File: src/common/rss_pkg.sv
// constants, types and register layout of the reset source status unit
// assumes one 50 MHz clock and an AHB-Lite master reaching the registers
//
// Overview of operation
// - any active reset source drives the master system reset.
// - each reset sets the status flag matching its cause.
// - power-on reset clears all set flags except the power-on and brown-out flags.
// - software may set or clear any flag; setting never causes a reset.
// - trap-conflict flag, bit 15, set by trap conflict, cleared by POR or software.
// - illegal-access flag, bit 14, set by illegal opcode, mode or pointer use.
// - external-pin flag, bit 7, set by the clear pin, cleared by POR.
// - software-reset flag, bit 6, set by reset instruction, cleared by POR.
// - watchdog flag, bit 4, set by time-out, cleared by power-save or POR.
// - sleep flag bit 3, idle flag bit 2, set by power-save, cleared by POR.
// - brown-out flag bit 1, power-on flag bit 0; both one after power-on.
// - bit 5 enables the watchdog; the fuse bit forces it on.
// - bit 8 puts the regulator in standby during sleep.
// - bits 13 to 9 are unimplemented and read zero.
// - switching on: power-on, brown-out use config field, others current bits.
// - switching off: every reset uses the oscillator config field.
// - undefined registers keep their values across non-power-on resets.
// - system reset held until power-on and start-up delays expire.

package rss_pkg;

   // ==========================================================
   // timing
   localparam int CLK_PERIOD_NS = 20;
   localparam int TPOR_NS       = 10000;
   localparam int TSTARTUP_NS   = 20000;
   localparam int TRST_NS       = 20000;
   localparam int RST_CYCLES    =
      (TRST_NS + CLK_PERIOD_NS - 1) / CLK_PERIOD_NS;
   localparam int POR_CYCLES    =
      (TPOR_NS + TSTARTUP_NS + TRST_NS + CLK_PERIOD_NS - 1)
      / CLK_PERIOD_NS;
   localparam int CNT_W         = 12;
   localparam int SEL_W         = 3;

   typedef logic [CNT_W-1:0] rss_cnt_t;
   typedef logic [SEL_W-1:0] rss_sel_t;

   // ==========================================================
   // status register layout
   localparam int BIT_POR   = 0;
   localparam int BIT_BROWN = 1;
   localparam int BIT_IDLE  = 2;
   localparam int BIT_SLEEP = 3;
   localparam int BIT_WDOG  = 4;
   localparam int BIT_SWDT  = 5;
   localparam int BIT_SOFT  = 6;
   localparam int BIT_EXT   = 7;
   localparam int BIT_VREG  = 8;
   localparam int BIT_ILL   = 14;
   localparam int BIT_TRAP  = 15;
   localparam logic [15:0] STATUS_MASK  = 16'hc1ff;
   localparam logic [15:0] STATUS_POR   = 16'h0003;
   localparam logic [15:0] UNIMPL_MASK  = 16'h3e00;

   // ==========================================================
   // bus map
   localparam logic [31:0] ADDR_STATUS = 32'h0000_0000;
   localparam logic [31:0] ADDR_STATE  = 32'h0000_0004;
   localparam logic [1:0]  HTRANS_BUSY = 2'h1;

   // ==========================================================
   // types
   typedef enum logic [2:0]
   {
      ST_POR  = 3'h1,
      ST_HOLD = 3'h2,
      ST_RUN  = 3'h4
   } rss_state_e;

   typedef struct packed
   {
      logic trapConflict;
      logic illegalAccess;
      logic softwareReset;
      logic watchdogReset;
   } rss_src_s;

   typedef struct packed
   {
      logic sleepCmd;
      logic idleCmd;
      logic sleeping;
   } rss_pwr_s;

   typedef struct packed
   {
      logic     clkSwitchEnable;
      logic     watchdogFuseEnable;
      rss_sel_t oscillatorConfigField;
      rss_sel_t currentOscillatorBits;
   } rss_cfg_s;

   typedef struct packed
   {
      logic [23:0] zero;
      rss_sel_t    clkSel;
      logic        watchdogRun;
      logic        master_system_reset;
      rss_state_e  state;
   } rss_stateword_s;

endpackage : rss_pkg

File: src/design/rss_top.sv
// reset combiner, reset cause status register and clock pick at reset
// assumes cpu-side sources on clk; brown-out and clear pin are asynchronous
module rss_top
   import rss_pkg::*;
#(
   parameter int RST_CNT = rss_pkg::RST_CYCLES,
   parameter int POR_CNT = rss_pkg::POR_CYCLES
)
(
   input  wire logic              clk,
   input  wire logic              rst_n,
   input  wire logic              brownOutReset,
   input  wire logic              externalClearPin,
   input  wire rss_pkg::rss_src_s src,
   input  wire rss_pkg::rss_pwr_s pwr,
   input  wire rss_pkg::rss_cfg_s cfg,
   output logic                   masterSystemReset,
   output logic                   watchdogRun,
   output logic                   regulatorStandbyCtl,
   output rss_pkg::rss_sel_t      clkSel,
   input  wire logic              hsel,
   input  wire logic [31:0]       haddr,
   input  wire logic [1:0]        htrans,
   input  wire logic              hwrite,
   input  wire logic [2:0]        hsize,
   input  wire logic [31:0]       hwdata,
   input  wire logic              hready,
   output logic                   hreadyout,
   output logic                   hresp,
   output logic [31:0]            hrdata
);
   import rss_pkg::*;

   localparam rss_cnt_t RST_LOAD = rss_cnt_t'(RST_CNT);
   localparam rss_cnt_t POR_LOAD = rss_cnt_t'(POR_CNT);
   localparam rss_cnt_t CNT_ONE  = rss_cnt_t'(1);

   typedef struct packed
   {
      rss_state_e  state;
      rss_cnt_t    cnt;
      logic [15:0] status;
      rss_sel_t    clkSel;
      logic        master_system_reset;
      logic        wdRun;
      logic        regStandby;
      logic        wrPend;
      logic [31:0] rdata;
   } rss_reg_s;

   // ==========================================================
   // reset release and pin synchronisers
   logic       rstSyncN;
   logic [1:0] pinSync;
   logic       brownSync;
   logic       extSync;

   rss_sync #(.WIDTH(1)) uRstSync
   (
      .clk  (clk),
      .rstN (rst_n),
      .d    (1'b1),
      .q    (rstSyncN)
   );

   rss_sync #(.WIDTH(2)) uPinSync
   (
      .clk  (clk),
      .rstN (rstSyncN),
      .d    ({brownOutReset, externalClearPin}),
      .q    (pinSync)
   );

   assign brownSync = pinSync[1];
   assign extSync = pinSync[0];

   // ==========================================================
   // state
   rss_reg_s s;
   rss_reg_s next_s;
   logic     anySrc;
   logic     addrPhase;
   logic     wrHit;
   logic     wdtClr;
   logic [15:0] setMask;
   rss_stateword_s stateWord;

   always_comb
   begin
      // brown-out counts as a source as well
      anySrc = brownSync | extSync | src.trapConflict | src.illegalAccess
             | src.softwareReset | src.watchdogReset;
      addrPhase = hsel & htrans[1] & hready;
      wrHit  = s.wrPend;
      wdtClr = pwr.sleepCmd | pwr.idleCmd;
      setMask = '0;
      setMask[BIT_TRAP]  = src.trapConflict;
      setMask[BIT_ILL]   = src.illegalAccess;
      setMask[BIT_EXT]   = extSync;
      setMask[BIT_SOFT]  = src.softwareReset;
      setMask[BIT_WDOG]  = src.watchdogReset;
      setMask[BIT_SLEEP] = pwr.sleepCmd;
      setMask[BIT_IDLE]  = pwr.idleCmd;
      setMask[BIT_BROWN] = brownSync;

      next_s = s;

      // software write lands in the data phase; bits are status only
      if (wrHit)
      begin
         next_s.status = hwdata[15:0] & STATUS_MASK;
      end
      if (wdtClr)
      begin
         next_s.status[BIT_WDOG] = 1'b0;
      end
      // hardware sets applied last so they win over the write
      next_s.status = (next_s.status | setMask) & STATUS_MASK;

      // sequencer: the register above is untouched by it
      case (s.state)
         ST_POR:
         begin
            next_s.clkSel = cfg.oscillatorConfigField;
            if (anySrc)
            begin
               next_s.cnt = POR_LOAD;
            end
            else if (s.cnt <= CNT_ONE)
            begin
               next_s.state = ST_RUN;
            end
            else
            begin
               next_s.cnt = s.cnt - CNT_ONE;
            end
         end
         ST_HOLD:
         begin
            if (anySrc)
            begin
               next_s.cnt = RST_LOAD;
            end
            else if (s.cnt <= CNT_ONE)
            begin
               next_s.state = ST_RUN;
            end
            else
            begin
               next_s.cnt = s.cnt - CNT_ONE;
            end
         end
         ST_RUN:
         begin
            if (brownSync)
            begin
               // brown-out takes the long delay and the fuse clock
               next_s.state  = ST_POR;
               next_s.cnt    = POR_LOAD;
               next_s.clkSel = cfg.oscillatorConfigField;
            end
            else if (anySrc)
            begin
               next_s.state = ST_HOLD;
               next_s.cnt   = RST_LOAD;
               next_s.clkSel = cfg.clkSwitchEnable
                             ? cfg.currentOscillatorBits
                             : cfg.oscillatorConfigField;
            end
         end
         default:
         begin
            next_s.state = ST_POR;
            next_s.cnt   = POR_LOAD;
         end
      endcase

      next_s.master_system_reset = anySrc | (next_s.state != ST_RUN);
      next_s.wdRun  = next_s.status[BIT_SWDT]
                    | cfg.watchdogFuseEnable;
      next_s.regStandby = next_s.status[BIT_VREG] & pwr.sleeping;

      // bus: zero wait, always okay; unmapped reads return zero
      next_s.wrPend = addrPhase & hwrite & (haddr == ADDR_STATUS);
      stateWord = '{zero: '0, clkSel: s.clkSel, watchdogRun: s.wdRun,
                    master_system_reset: s.master_system_reset, state: s.state};
      if (addrPhase & ~hwrite)
      begin
         if (haddr == ADDR_STATUS)
         begin
            next_s.rdata = {16'h0000, next_s.status};
         end
         else if (haddr == ADDR_STATE)
         begin
            next_s.rdata = stateWord;
         end
         else
         begin
            next_s.rdata = '0;
         end
      end
   end

   // only the power-on reset reloads the status register; other resets just set their own flag
   always_ff @(posedge clk or negedge rstSyncN)
   begin
      if (!rstSyncN)
      begin
         s <= '{state: ST_POR, cnt: POR_LOAD, status: STATUS_POR,
                clkSel: '0, master_system_reset: 1'b1, wdRun: 1'b0,
                regStandby: 1'b0, wrPend: 1'b0, rdata: '0};
      end
      else
      begin
         s <= next_s;
      end
   end

   assign masterSystemReset   = s.master_system_reset;
   assign watchdogRun         = s.wdRun;
   assign regulatorStandbyCtl = s.regStandby;
   assign clkSel              = s.clkSel;
   assign hreadyout           = 1'b1;
   assign hresp               = 1'b0;
   assign hrdata              = s.rdata;
endmodule : rss_top

File: src/design/rss_sync.sv
// two-stage synchroniser for levels entering the clock domain
// assumes an asynchronous active-low reset; stage one feeds stage two only
module rss_sync
#(
   parameter int WIDTH = 1
)
(
   input  wire logic             clk,
   input  wire logic             rstN,
   input  wire logic [WIDTH-1:0] d,
   output logic      [WIDTH-1:0] q
);

   // ==========================================================
   // stages
   logic [1:0][WIDTH-1:0] stages;
   logic [1:0][WIDTH-1:0] next_stages;

   always_comb
   begin
      next_stages[0] = d;
      next_stages[1] = stages[0];
   end

   always_ff @(posedge clk or negedge rstN)
   begin
      if (!rstN)
      begin
         stages <= '0;
      end
      else
      begin
         stages <= next_stages;
      end
   end

   assign q = stages[1];

endmodule : rss_sync

File: config.mk
export PLATFORM = sky130hd
export DESIGN_NAME = rss_top
export DESIGN_NICKNAME = d
export VERILOG_FILES = /design/src/common/rss_pkg.sv /design/src/design/rss_top.sv /design/src/design/rss_sync.sv
export SDC_FILE = /design/constraint.sdc
export NUM_CORES = 1
export LEC_CHECK = 0
export BUFFER_PORTS_ARGS = -buffer_cell sky130_fd_sc_hd__buf_2
export CAP_MARGIN = 15
export CORE_UTILIZATION = 40
export CTS_CLUSTER_DIAMETER = 120
export CTS_CLUSTER_SIZE = 14
export DETAILED_ROUTE_END_ITERATION = 12
export PLACE_DENSITY_LB_ADDON = 0.12
export SETUP_SLACK_MARGIN = 0.2
export SLEW_MARGIN = 20
export SYNTH_ARGS = -nofsm -noshare
export SYNTH_HDL_FRONTEND = slang
export SYNTH_SLANG_ARGS = --single-unit
File: constraint.sdc
create_clock -name clk -period 1.7 [get_ports clk]
set_input_delay 0.085 -clock clk [delete_from_list [all_inputs] [get_ports clk]]
set_output_delay 0.085 -clock clk [all_outputs]
set_load 0.01 [all_outputs]
==> results_dict.tcl <==
set metrics [dict create \
    regToRegSetupSlack_ns -0.17 \
    worst_slack_ns -0.168 \
    rr_worst_depth 6 \
    cts_sinks 50 \
    io_buffer_count 82 \
    p_int_w 0.00163 \
    sw_frac_of_total_pct 26.1 \
    crit_required_ns 1.94 \
    grt_pass1_vias 2320 \
    core_area_um2 6870 \
    grt_usage_pct 18.9 \
    io_pins 131 \
    finalSetupTns_ns -0.710 \
    rows 30 \
    pwr-share-seq_pct 55.7 \
    netlist_area_um2 2890 \
    hp-start "pwr[2]" \
    nets 503 \
    reg2reg_to "s[64]" \
    switchingPower_w 0.000576 \
    drive_above_1_share_pct 50.6 \
    synth.yosys.seq_area_share_pct 43.7 \
    synth_cell_types 56 \
    status "finished, violations left" \
    fmax_mhz 535 \
    violations "hold timing, setup timing" \
    dpl_cell_area_um2 3590 \
    hold_viol_final 1 \
    p_clk_share_pct 34.0 \
    worstSetupPathType "register to register" \
    hold_path.class "input port to register" \
    ir_drop_mv 0.337 \
    cts_made_buffers 5 \
    startpoint_type "register" \
    hpwl_um 5320 \
    synth_edf_count 0 \
    grt_pass1_wl_um 11000 \
    finalInstanceArea_um2 4040 \
    synth-seq-cells 50 \
    comb_power_share_pct 10.3 \
    syn_avg_cell_area_um2 10.1 \
    critPathArrivalTime_ns 2.11 \
    ys_async_sr_fraction_pct 100 \
    p_leak_nw 1.86 \
    synthCells 286 \
    holdWs_ns -0.00830 \
    wl_per_cell_um 14.2 \
    area_delta_synth_final_pct 39.8 \
    firstDrtPassIters 4 \
    cts-htree-levels 2 \
    min_to "s[43]" \
    die_h_um 87.0 \
    antenna_found_initial 0 \
    vias_per_cell 4.91 \
    ant_nets 0 \
    setup_violations 9 \
    start_util_pct 42.0 \
    cap_violations 0 \
    cts-root-buf "clkbuf_8" \
    synthFlopType "dfrtp_1" \
    drt_iter0_markers 79 \
    drt-total-wl_um 7210 \
    grt_max_degree 32 \
    route.vias.total 2490 \
    grt_setup_unrepaired "true" \
    gp_congestion 0.843 \
    p_per_area_nw_per_um2 546 \
    drc 0 \
    crit_path_end_kind "register" \
    fin_crit_ns 1.87 \
    die-area_um2 7560 \
    yosysWarnings 0 \
    r2r-start "s[55]" \
    crit_path_max_fanout 3 \
    fin_crit_sh_pct 110 \
    fill_cells 621 \
    fin_skew_ns 0.00839 \
    clk_path_buf_depth 2 \
    die_w_um 87.0 \
    holdPathStages 2 \
    overflow 0 \
    final_max_slew_viol_count 0 \
    clock_latency_ns 0.31 \
    cts_tree "built" \
    clk_pin_slew_worst_paths_ns 0.10 \
    antenna_cells 0 \
]
-- flip-flops by register name, indices dropped and copies added (netlist names) --
name and flops:
s 26, hrdata 11, clkSel 3, uPinSync.next_stages 2, uPinSync.q 2, masterSystemReset 1
regulatorStandbyCtl 1, uRstSync.next_stages 1, uRstSync.q 1, watchdogRun 1, wrHit 1
-- cell usage in the layout, fill, tap and decap left out, types with 3 or more instances in the layout --
cell type,synthesis,final
buf_4,37,38
dfrtp_1,41,39
o21ai_1,7,7
nor2_4,1,3
or3_1,4,3
nor2_1,16,11
dlygate4sd3_1,0,4
nand3_1,3,3
nand2_1,25,21
nor2b_1,11,11
o31ai_1,13,9
nor3_1,6,5
a21oi_2,0,3
or4_4,2,3
nand2_2,0,4
dfstp_2,9,9
mux2i_1,10,10
buf_6,1,15
clkbuf_8,0,5
a211o_1,6,6
mux2_4,0,6
inv_2,1,3
nor2_2,0,3
nand2b_1,4,3
conb_1,2,24
buf_2,1,82
a211oi_1,3,3
a21oi_1,13,10
nor4_4,3,6
inv_1,10,8
nor4_1,6,4
-- cell type report --
class	instances	area [um^2]	share of cell area, %
Inverter	11	41.3	1.02
Sequential cell	50	1260	31.3
Tap cell	96	120	2.98
Clock inverter	3	28.8	0.713
Clock buffer	5	68.8	1.70
Multi-Input combinational cell	201	1570	38.8
Timing Repair Buffer	141	945	23.4
-- per-layer routing --
metal  GRT usage (%)  part of all wire, %
met5               0                    0
met4            4.09                 0.72
met3            3.41                  5.3
met2            32.8                   49
met1            24.7                   45
-- synthesized netlist by cell type (2+ instances only) --
master    number  area share [%]
o21ai_0        4            0.69
nand2b_1       4            0.87
or4_4          2            0.78
conb_1         2            0.26
mux2_1         6             2.3
inv_1         10             1.3
nand4_1        2            0.43
nor4_1         6             1.3
nor2b_1       11             2.4
nand3_1        3            0.52
o41ai_1        2            0.61
o311ai_1       2            0.61
nor2_1        16             2.1
o31ai_1       13             3.4
a41oi_1        2            0.61
nor4_4         3             2.2
a211oi_1       3            0.78
ha_1           2            0.87
dfstp_2        9             8.2
nand4b_1       2            0.61
a21oi_1       13             2.3
a211o_1        6             1.8
dfrtp_1       41              36
or3_1          4            0.87
o21ai_1        7             1.2
buf_4         37             9.6
nor3b_1        2            0.52
mux2i_1       10             3.5
nor3_1         6             1.0
nand2_1       25             3.3
clkbuf_1       6            0.78
-- power by group through the flow --
| stage | logic [W] | registers (W) | clock network [W] |
|---|---|---|---|
| CTS | 0.000223 | 0.00123 | 0.000771 |
| finish | 0.000227 | 0.00123 | 0.000750 |
| detailed placement | 0.000208 | 0.00125 | 0 |
| global placement | 0.000206 | 0.00125 | 0 |
| floorplan | 0.000123 | 0.00125 | 0 |
| global route | 0.000251 | 0.00123 | 0.000805 |
-- cell families after synthesis --
logic type	count (synthesis)	synth area share [%]
fa+ha+maj	2	0.867
compound gates	59	14.7
buf+inv	57	12.8
flops	50	43.7
simple gates	98	21.2
mux	17	6.20
other cells	2	0.260
xor+xnor	1	0.303
-- how the worst max path moves through the flow --
stage / from / to / slack [ns] / cells after the start
after floorplan: s[55] / s[65] / -0.12 / 7
after global placement: s[56] / s[55] / -0.10 / 8
after detailed placement: s[56] / s[63] / -0.15 / 7
after CTS: s[56] / s[63] / -0.18 / 7
after global routing: s[55] / s[63] / -0.26 / 7
final: s[55] / s[64] / -0.17 / 6
-- through the flow --
stage	util, %	cells	total power [W]	hold WS [ns]	setup WS [ns]
after floorplan	-	308	0.00138	-0.211	-0.117
after global placement	52.2	481	0.00145	-0.129	-0.103
after detailed placement	52.2	481	0.00146	-0.128	-0.146
after CTS	57.2	503	0.00222	0.00617	-0.177
after global routing	58.8	507	0.00229	0.00304	-0.265
final	58.8	507	0.00220	-0.00830	-0.168
-- critical path: stages (launching register included) --
cell and delay (ns):
dfrtp_1 0.43, buf_6 0.13, or4_4 0.46, nor2_4 0.12, nand3_2 0.10, or4b_1 0.48, nand3_1 0.09
-- repair_timing --
item,in CTS,in global routing
gates resized for setup,29,18
pin swaps,15,10
hold buffers,4,0
buffers inserted,10,4
gates cloned,0,0
endpoints found under the hold margin,5,0
endpoints found under the setup margin,19,21
No activity file was read; power rests on OpenSTA's default activity.
